`src/pkg/vbm_pkg.sv`:
```
// Purpose: shared constants and carrier types for the supply monitor logic
// Assumes: comparator outputs arrive synchronous to clk_sys
// Notes:   control bits are plain ports, no register bus
//
// Overview of operation
// - session-end flag goes 0 to 1 when supply drops below 0.5 volts
// - both session-end enables clear: comparator off, its flag reads 0
// - both session-valid enables clear: only interrupts stop, flag stays live
// - both supply-valid enables clear: comparator off, its flag reads 0
// - each comparator output is a readable status bit
// - after reset external select is off; reported valid uses comparator
// - external indicator input is treated as constant one
// - external decode: bypass no invert gives 1, invert gives 0, else comparator
// - pulldown connected exactly while discharge control bit is set
// - pullup connected exactly while charge control bit is set
package vbm_pkg;
  localparam int         NUM_CMP       = 3;
  localparam int         IDX_END       = 0;
  localparam int         IDX_SESS      = 1;
  localparam int         IDX_VALID     = 2;
  localparam logic [2:0] RST_STATUS    = 3'h0;
  localparam logic [2:0] RST_ENABLE    = 3'h0;
  localparam logic       EXT_INDICATOR = 1'h1;

  typedef struct packed {
    logic ext_indicator_select;
    logic indicator_bypass_select;
    logic indicator_invert;
  } vbm_ind_cfg_t;

  typedef struct packed {
    logic supply_valid_flag;
    logic session_valid_flag;
    logic session_end_flag;
  } vbm_status_t;
endpackage : vbm_pkg

```
`src/hw/vbm_monitor.sv`:
```
// Purpose: status, interrupt and source-select logic of the supply monitor
// Assumes: raw comparator levels synchronous to clk_sys
// Notes:   all outputs registered, one cycle behind the inputs; irq_pulse is two cycles behind cmp_raw
`timescale 1ns/1ps
`default_nettype none
module vbm_monitor (
  input  wire logic                  clk_sys,
  input  wire logic                  reset_n,
  input  wire logic                  clk_en,
  input  wire logic [2:0]            cmp_raw,
  input  wire logic [2:0]            rise_en,
  input  wire logic [2:0]            fall_en,
  input  wire vbm_pkg::vbm_ind_cfg_t ind_cfg,
  input  wire logic                  supply_pulldown_ctl,
  input  wire logic                  supply_pullup_ctl,
  output var  vbm_pkg::vbm_status_t  status,
  output logic [2:0]                 cmp_power_en,
  output logic                       irq_pulse,
  output logic                       link_supply_valid,
  output logic                       pulldown_connect,
  output logic                       pullup_connect
);
  logic [2:0] next_status;
  logic       next_link_valid;
  logic [2:0] prev;

  // session-valid comparator is powered down only in reset; others follow enables
  genvar g;
  generate
    for (g = 0; g < vbm_pkg::NUM_CMP; g++) begin : g_cmp
      if (g == vbm_pkg::IDX_SESS) begin : g_live
        assign next_status[g] = cmp_raw[g];
      end else begin : g_gated
        assign next_status[g] = cmp_raw[g] & (rise_en[g] | fall_en[g]);
      end
    end
  endgenerate

  // external indicator is constant one, so only invert/bypass matter
  always_comb begin
    if (!ind_cfg.ext_indicator_select)
      next_link_valid = next_status[vbm_pkg::IDX_VALID];
    else if (ind_cfg.indicator_invert)
      next_link_valid = ~vbm_pkg::EXT_INDICATOR & 1'h0;
    else if (ind_cfg.indicator_bypass_select)
      next_link_valid = vbm_pkg::EXT_INDICATOR;
    else
      next_link_valid = next_status[vbm_pkg::IDX_VALID];
  end

  // one process per register group; clk_en low leaves every one untouched
  always_ff @(posedge clk_sys or negedge reset_n) begin
    if (!reset_n) begin
      status <= vbm_pkg::RST_STATUS;
    end else if (clk_en) begin
      status <= next_status;
    end
  end

  always_ff @(posedge clk_sys or negedge reset_n) begin
    if (!reset_n) begin
      prev <= vbm_pkg::RST_STATUS;
    end else if (clk_en) begin
      prev <= status;
    end
  end

  // session-valid comparator stays powered so its state remains readable
  always_ff @(posedge clk_sys or negedge reset_n) begin
    if (!reset_n) begin
      cmp_power_en <= vbm_pkg::RST_ENABLE;
    end else if (clk_en) begin
      cmp_power_en <= (rise_en | fall_en) | 3'h2;
    end
  end

  // edge seen between the registered status and its previous value
  always_ff @(posedge clk_sys or negedge reset_n) begin
    if (!reset_n) begin
      irq_pulse <= 1'h0;
    end else if (clk_en) begin
      irq_pulse <= |((status & ~prev & rise_en) |
                     (~status & prev & fall_en));
    end
  end

  always_ff @(posedge clk_sys or negedge reset_n) begin
    if (!reset_n) begin
      link_supply_valid <= 1'h0;
    end else if (clk_en) begin
      link_supply_valid <= next_link_valid;
    end
  end

  always_ff @(posedge clk_sys or negedge reset_n) begin
    if (!reset_n) begin
      pulldown_connect <= 1'h0;
    end else if (clk_en) begin
      pulldown_connect <= supply_pulldown_ctl;
    end
  end

  always_ff @(posedge clk_sys or negedge reset_n) begin
    if (!reset_n) begin
      pullup_connect <= 1'h0;
    end else if (clk_en) begin
      pullup_connect <= supply_pullup_ctl;
    end
  end
endmodule : vbm_monitor
`default_nettype wire

```
`config.mk`:
```
export PLATFORM = sky130hd
export DESIGN_NAME = vbm_monitor
export DESIGN_NICKNAME = d
export VERILOG_FILES = /design/src/pkg/vbm_pkg.sv /design/src/hw/vbm_monitor.sv
export SDC_FILE = /design/constraint.sdc
export NUM_CORES = 1
export LEC_CHECK = 0
export ABC_AREA = 1
export BUFFER_PORTS_ARGS = -buffer_cell sky130_fd_sc_hd__buf_4
export CAP_MARGIN = 5
export CORE_ASPECT_RATIO = 1.1
export CORE_MARGIN = 1
export CORE_UTILIZATION = 23
export DETAILED_ROUTE_END_ITERATION = 8
export PLACE_DENSITY_LB_ADDON = 0.25
export SYNTH_ARGS = -nofsm -noshare
export SYNTH_HDL_FRONTEND = slang
export SYNTH_SLANG_ARGS = --single-unit
```
`constraint.sdc`:
```
create_clock -name clk_sys -period 1.1 [get_ports clk_sys]
set_clock_uncertainty 0.1 [all_clocks]
set_input_delay 0.055 -clock clk_sys [delete_from_list [all_inputs] [get_ports clk_sys]]
set_output_delay 0.055 -clock clk_sys [all_outputs]
set_load 0.05 [all_outputs]
```
; After elaboration in Yosys (flattened, before gate mapping)
; Index checks and enable logic that the tools add are counted.
[word_totals]
register_bits = 13
output_inout_bits = 10
wordCells = 25
[op_classes]
mux = 3
bitwise = 12
n_reduce_logical = 1
[op_table]
columns = cell, count
row1 = AND 3 bit, 4
row2 = inverter 3 bit, 2
row3 = OR 3 bit, 2
row4 = 2-to-1 mux 1 bit, 3
row5 = OR reduction 3 bit, 1
row6 = AND 1 bit, 2
row7 = OR 1 bit, 2

; Logic depth before layout (Yosys ltp)
; Gate-level depths: netlist of the first run.
[logic_depth]
ltp_word = 5
mapped_depth = 5
mapped_depth_nobuf = 5

; Worst setup path after synthesis of the first run
; No wires, ideal clock.
[synth_path]
kind = register to register
from = register status[0] (netlist name)
to = register irq_pulse
setup_ns = 0.122
t_arrival_ns = 1.034
required_time_ns = 0.878
setup_slack_ns = -0.156
path_stages_with_launch = 6
n_path_buf = 0
synth_period_minus_slack_ns = 1.256
path_cell_list = dfrtp_1 > inv_1 > nand3_1 > nand2_1 > nor2_1 > a21oi_1
[synth_between]
elab_chain_cells = 5
elab_cells_between_ends = 7
[synth_lines]
columns = item, line
row1 = from (decl), vbm_monitor.sv:16  ; output var vbm_pkg::vbm_status_t status,
row2 = from (signal assigned), vbm_monitor.sv:54  ; status <= vbm_pkg::RST_STATUS;
row3 = from (signal assigned), vbm_monitor.sv:56  ; status <= next_status;
row4 = inverter 3 bit, vbm_monitor.sv:83  ; (~status & prev & fall_en));
row5 = AND 3 bit (2 in a row), vbm_monitor.sv:83
row6 = OR 3 bit (*), vbm_monitor.sv:82  ; irq_pulse <= |((status & ~prev & rise_en) |
row7 = OR reduction 3 bit (*), vbm_monitor.sv:82
row8 = to (signal assigned), vbm_monitor.sv:82
row9 = to (decl), vbm_monitor.sv:18  ; output logic irq_pulse,
; Mark *: on every way between the ends. The rest lies on a longest branch, timed or not.
; A chain may end at the register's enable or synchronous reset.

; Worst setup path after layout of the first run
[layout_path]
from = register status[1] (netlist name)
to = output port status[1] (netlist name)
; No word-level cell between the ends.

==> results.txt, run 1 <==
----------------------------------------------------
[Timing]
  Number of max-slew violations in the final report ... 0
  Final period util ... 96.20%
  Fmax ... 945.0 MHz
  Pin slew with the least headroom to its limit ... 0.3643 ns
  Worst relative slew slack ... 75.46%
  Sum of negative setup slack ... 0 ns
  RSZ-0062 raised after global routing ... no
  Final hold violation count ... 0
  Setup-violating endpoint count in the final report ... 0
  Fin crit period ... 1.058 ns

[Placed design]
  Input/output buffers ... 26
  DP HPWL ... 945.8 um
  Final RePlAce weighted congestion ... 0.7414

[Die]
  I/O pin cnt ... 27
  Vertical extent of the die ... 55.87 um
  Total Die Area ... 2848 um2
  Rows ... 19
  DIE WIDTH ... 50.98 um
  Effective utilization at floorplan ... 24.31%
  Floorplan Core Area ... 2496 um2

[Synthesis]
  Synthesized net count ... 83
  Synthesized netlist cell count ... 66
  Sequential area share after synthesis ... 53.61%
  Area share of fa/ha/maj cells after synthesis ... 0%
  Flops & latches, synth ... 13
  Cell area after synthesis ... 606.8 um2
  Synth Warn # ... 0
  Unique masters post-synth ... 16
  Main combinational cell family by area after synthesis ... simple AND/OR/NAND/NOR gates
  Xor and xnor area share after synthesis ... 0%
  Mux share of post-synthesis cell area ... 0%
  Share of synthesized cell area in and, or, nand and nor gates ... 21.44%
  Average cell area after synthesis ... 9.194 um2
  Synth Area in Compound Gates ... 13.40%

[Clock tree]
  Post CTS Setup Buffer Count ... 0
  Total CTS buffers ... 3
  Worst-skew pair later-pin latency ... 0.27 ns
  Total number of H-tree levels ... 1
  Library cell used as clock root buffer ... clkbuf_4
  Number of gates resized after cts ... 0
  Count of clock tree sinks ... 13
  Clock Path Buffers ... 2
  Total of hold buffers inserted after clock tree synthesis ... 10
  CTS tree ... done
  Clock-pin slew on the worst setup and hold paths ... 0.08 ns

[Detailed routing]
  Post-detailed-route DRC marker count ... 0
  Pre-antenna DRT Iters ... 2
  Post-DRT Antenna Nets ... 0
  Vias after detailed routing ... 561
  Total length of routed wires ... 1.307 mm
  Post-DR wirelength/cell ... 9.681 um
  Detailed Route Iter0 Violations ... 12
  Via density per instance ... 4.156

[Layout]
  Most frequent cells in the layout ... buf_4 (26), nand2_1 (17), dfrtp_1 (10), dlygate4sd3_1 (10), inv_1 (8)
  Antenna Cells ... 0
  Share of cells above drive strength 1 ... 38.46%
  Final core utilization ... 37.64%
  Area Overhead vs Synth ... 54.85%
  Net count, final ... 122
  Most common cell after layout, fill and taps aside ... buf_4

[Global route]
  Congestion Overflow GR ... 0
  Initial antenna violation count ... 0
  Global-route wire length before repair ... 2.235 mm
  All-layer global routing usage ... 10.96%
  Largest net degree at the start of global routing ... 18
  Vias in the first global route ... 515

[Pwr]
  Static power due to leakage ... 0.4666 nW
  Power per cell area ... 1314 nW/um2
  Worst vdd rail ir drop ... 0.6769 mV
  Power, Total ... 1.235 mW

[Worst setup path]
  Total buffers and inverters traversed by the critical path ... 1
  Worst setup path startpoint ... status[1]
  Worst R2R Setup Slack ... 0.11 ns
  Worst Setup End Kind ... output port
  Arrival time of the worst setup path ... 0.90 ns
  Worst Reg-to-Reg Cells ... 5
  Reg-to-reg endpoint ... irq_pulse
  Worst setup SP type ... register
  Family of cells with the greatest summed delay on the critical path ... flip-flops
  RR Startpoint ... status[1]
  Logic depth of the worst setup path including buffers ... 1
  Data required time at the worst endpoint ... 0.94 ns
  Destination of the critical timing path ... status[1]
  Start-to-end type of the worst setup path ... reg2out
  CP Max Fanout ... 4
  Critical path's slowest cell ... dfrtp_2
  Worst path cell trace ... buf_4
  Largest stage delay on the critical path ... 0.43 ns

[Outcome]
  Run status ... finished, final reports clean

[Min path]
  Worst hold path type ... in2reg

[Job]
  Max-capacitance violation count ... 0

----------------------------------------------------
state kept, by name (all words and copies together), names as in the netlist:
signal,flops
cmp_power_en,3
irq_pulse,1
link_supply_valid,1
prev,3
pulldown_connect,1
pullup_connect,1
status,3
synth_stat cells, drive strengths merged:
master	instances	area, um2
inv	9	38.79
dfrtp	13	325.3
nand2	17	63.81
a21oi	3	18.77
o21ai	7	50.04
nor2	6	25.03
nand3	7	35.03
o22ai	1	12.51
or2	1	6.260
buf	2	31.28
routing by layer:
layer	share of wire (%)	vias to the layer above	global-route usage (%)
met5	0	-	0
met4	1.9	0	7.143
met3	4.7	4	3.279
met2	51	16	17.48
met1	42	256	12.37
li1	-	285	-
through the flow:
stage	instance area [um2]	worst slack (ns)	instances	hold WS, ns
2_1_floorplan	610.6	0.001645	66	-0.3406
6_report	939.7	0.04183	135	0.01381
5_1_grt	939.7	0.0005839	135	0.02422
3_5_place_dp	813.3	0.1285	121	-0.1892
3_3_place_gp	813.3	0.1298	121	-0.1866
4_1_cts	939.7	0.03033	135	0.01827
worst min path at each step:
stage / from / endpoint / cells past startpoint
finish: fall_en[0] / cmp_power_en[0] / 3
global route: fall_en[0] / cmp_power_en[0] / 3
CTS: fall_en[0] / cmp_power_en[0] / 3
detailed placement: reset_n / cmp_power_en[2] / 1
global placement: reset_n / cmp_power_en[2] / 1
floorplan: reset_n / cmp_power_en[0] / 0
final cells by class:
cell class | count | area [um2]
Timing Repair Buffer | 36 | 295.3
Inverter | 9 | 38.79
Fill cell | 257 | 1556
Tap cell | 31 | 38.79
Sequential cell | 13 | 329.1
Clock buffer | 4 | 26.28
Multi-Input combinational cell | 42 | 211.5
report_power, final:
group / leakage (nW) / internal (mW) / total, mW / switching, mW
logic: 0.303 / 0.146 / 0.377 / 0.231
registers: 0.149 / 0.527 / 0.560 / 0.0330
clock network: 0.0150 / 0.141 / 0.297 / 0.157
cells by family (layout without fill, tap and decap cells):
| group | Yosys count | after routing |
|---|---|---|
| simple gates | 31 | 31 |
| flops | 13 | 13 |
| compound gates | 11 | 11 |
| buf+inv | 11 | 49 |
Power figures use the tool's default switching activity.
==> run 2, diff against run 1 <==
--- a/config.mk
+++ b/config.mk
@@ -13,6 +13,7 @@
 export CORE_UTILIZATION = 23
 export DETAILED_ROUTE_END_ITERATION = 8
 export PLACE_DENSITY_LB_ADDON = 0.25
+export SLEW_MARGIN = 20
 export SYNTH_ARGS = -nofsm -noshare
 export SYNTH_HDL_FRONTEND = slang
 export SYNTH_SLANG_ARGS = --single-unit
==> constraint.sdc (replaced) <==
create_clock -name clk_sys -period 1.05 [get_ports clk_sys]
set_clock_uncertainty 0.1 [all_clocks]
set_input_delay 0.0525 -clock clk_sys [delete_from_list [all_inputs] [get_ports clk_sys]]
set_output_delay 0.0525 -clock clk_sys [all_outputs]
set_load 0.05 [all_outputs]
==> results.txt, run 2 (same netlist as run 1, synthesis figures left out) <==
----------------------------------------------------
[Clock tree]
  Total number of H-tree levels ... 1 (unchanged)
  Clock Path Buffers ... 2 (unchanged)
  Count of clock tree sinks ... 13 (unchanged)
  Total CTS buffers ... 3 (unchanged)
  Post CTS Setup Buffer Count ... 0 (unchanged)
  CTS tree ... done
  Clock-pin slew on the worst setup and hold paths ... 0.08 ns (about the same)
  Worst-skew pair later-pin latency ... 0.28 ns (about the same)
  Library cell used as clock root buffer ... clkbuf_4

[Die]
  DIE WIDTH ... 50.98 um (unchanged)
  Rows ... 19 (unchanged)
  Total Die Area ... 2848 um2 (unchanged)
  Floorplan Core Area ... 2496 um2 (unchanged)
  I/O pin cnt ... 27 (unchanged)
  Vertical extent of the die ... 55.87 um (unchanged)
  Effective utilization at floorplan ... 24.31% (unchanged)

[Detailed routing]
  Post-detailed-route DRC marker count ... 0 (unchanged)
  Detailed Route Iter0 Violations ... 4 (-8)
  Pre-antenna DRT Iters ... 3 (+1)
  Vias after detailed routing ... 549 (-2.1%)
  Via density per instance ... 4.097 (-1.4%)
  Post-DR wirelength/cell ... 10.07 um (+4.0%)
  Post-DRT Antenna Nets ... 0 (unchanged)
  Total length of routed wires ... 1.349 mm (+3.2%)

[Placed design]
  DP HPWL ... 962.6 um (+1.8%)
  Post-place instance area ... 813.3 um2 (unchanged)
  Input/output buffers ... 26 (unchanged)
  Final RePlAce weighted congestion ... 0.7269 (-2.0%)

[Layout]
  Number of filler cells placed in the layout ... 249 (-3.1%)
  Most common cell after layout, fill and taps aside ... buf_4
  Share of cells above drive strength 1 ... 42.72% (+4.3 points)
  Final core utilization ... 38.30% (+0.65 points)
  Area Overhead vs Synth ... 57.53%
  Post-route cell area ... 955.9 um2 (+1.7%)
  Antenna Cells ... 0 (unchanged)
  Net count, final ... 121 (-0.82%)
  Registers with the highest flip-flop counts ... cmp_power_en: 3 flops, prev: 3 flops, status: 3 flops
  Most frequent cells in the layout ... buf_4 (21), nand2_1 (17), dfrtp_1 (10), dlygate4sd3_1 (10), nand3_1 (7)

[Global route]
  All-layer global routing usage ... 10.53% (-0.43 points)
  Vias in the first global route ... 541 (+5.0%)
  Largest net degree at the start of global routing ... 18 (unchanged)
  Global-route wire length before repair ... 2.194 mm (-1.8%)
  Congestion Overflow GR ... 0 (unchanged)
  Initial antenna violation count ... 0 (unchanged)

[Timing]
  Setup-violating endpoint count in the final report ... 0 (unchanged)
  Pin slew with the least headroom to its limit ... 0.3706 ns (+0.006337 ns)
  Fmax ... 968.9 MHz
  Number of max-slew violations in the final report ... 0 (unchanged)
  Fin crit period ... 1.032 ns
  Worst relative slew slack ... 75.03% (-0.43 points)
  RSZ-0062 raised after global routing ... yes
  Final hold violation count ... 0 (unchanged)
  Final period util ... 98.30%

[Pwr]
  Static power due to leakage ... 0.4675 nW (+0.19%)
  Power per cell area ... 1365 nW/um2 (+3.9%)
  Power, Total ... 1.305 mW (+5.7%)
  Worst vdd rail ir drop ... 0.8312 mV (+23%)

[Worst setup path]
  Worst Setup End Kind ... output port
  CP Max Fanout ... 4 (unchanged)
  Arrival time of the worst setup path ... 0.88 ns (-0.02 ns)
  Worst path cell trace ... buf_6
  Worst setup SP type ... register
  Logic depth of the worst setup path including buffers ... 1 (unchanged)
  Critical path's slowest cell ... dfrtp_2
  Largest stage delay on the critical path ... 0.44 ns (about the same)
  Worst Reg-to-Reg Cells ... 5 (unchanged)
  Total buffers and inverters traversed by the critical path ... 1 (unchanged)
  Data required time at the worst endpoint ... 0.90 ns (-0.04 ns)
  Start-to-end type of the worst setup path ... reg2out
  Family of cells with the greatest summed delay on the critical path ... flip-flops

[Job]
  Max-capacitance violation count ... 0 (unchanged)

[Min path]
  Cell depth of the worst hold path ... 3 (unchanged)
  Worst hold path type ... in2reg

[Outcome]
  Run status ... finished, final reports clean

----------------------------------------------------
==> run 2: cell types whose count changed in the layout (fill, tap and decap cells not counted), sizes merged <==
cell,delta
clkbuf,-1
buf,-1
clkinv,+1
==> run 2: per-layer routing <==
metal  vias to the layer above  GRT usage [%]  part of all wire (%)
met1                       245          11.42                    43
li1                        284              -                     -
met5                         -              0                     0
met3                         2          4.098                   5.5
met2                        18          18.80                    51
met4                         0          2.381                  0.82
==> run 2: layout make-up <==
cell class | count | area, um2 | share of cell area (%)
Clock inverter | 1 | 5.005 | 0.5236
Timing Repair Buffer | 35 | 302.8 | 31.68
Inverter | 9 | 38.79 | 4.058
Clock buffer | 3 | 22.52 | 2.356
Tap cell | 31 | 38.79 | 4.058
Sequential cell | 13 | 329.1 | 34.42
Multi-Input combinational cell | 42 | 219.0 | 22.91
==> run 2: through the flow <==
| stage | instances | TNS, ns | setup WS, ns | hold WS, ns |
|---|---|---|---|---|
| floorplan | 66 | 0 | 0.002884 | -0.3431 |
| global placement | 121 | 0 | 0.1121 | -0.1900 |
| detailed placement | 121 | 0 | 0.08696 | -0.1940 |
| CTS | 135 | 0 | 0.01277 | 0.02010 |
| global route | 134 | -0.02478 | -0.01152 | 0.01985 |
| finish | 134 | 0 | 0.01788 | 0.008076 |
==> run 2: worst paths after layout <==
kind	endpoint	start	slack (ns)
min in group asynchronous	pulldown_connect	reset_n	0.05
worst max-delay path	status[0]	status[0]	0.02
worst min-delay path	cmp_power_en[0]	fall_en[0]	0.008
max in group asynchronous	status[2]	reset_n	0.62
worst max register to register	irq_pulse	status[1]	0.06
worst min register to register	cmp_power_en[1]	cmp_power_en[1]	0.36
==> run 2: power by group <==
part / internal [mW] / leakage (nW) / total [mW] / switching (mW)
Clock: 0.141 / 0.0177 / 0.306 / 0.165
Combinational: 0.162 / 0.301 / 0.408 / 0.246
Sequential: 0.552 / 0.149 / 0.592 / 0.0392
==> run 2: worst min-delay path: cells and delay by family <==
kind | cells | cell delay (ns)
buffers and inverters | 1 | 0.08
AND/OR/NAND/NOR | 1 | 0.09
AO/OA/AOI/OAI | 1 | 0.13
==> run 2: what timing repair did <==
action                     CTS  global route
gates cloned                 0             0
hold endpoints to repair    19             0
setup endpoints to repair    3             6
pin swaps                    0             1
hold buffers                10             0
resized for setup            3             3
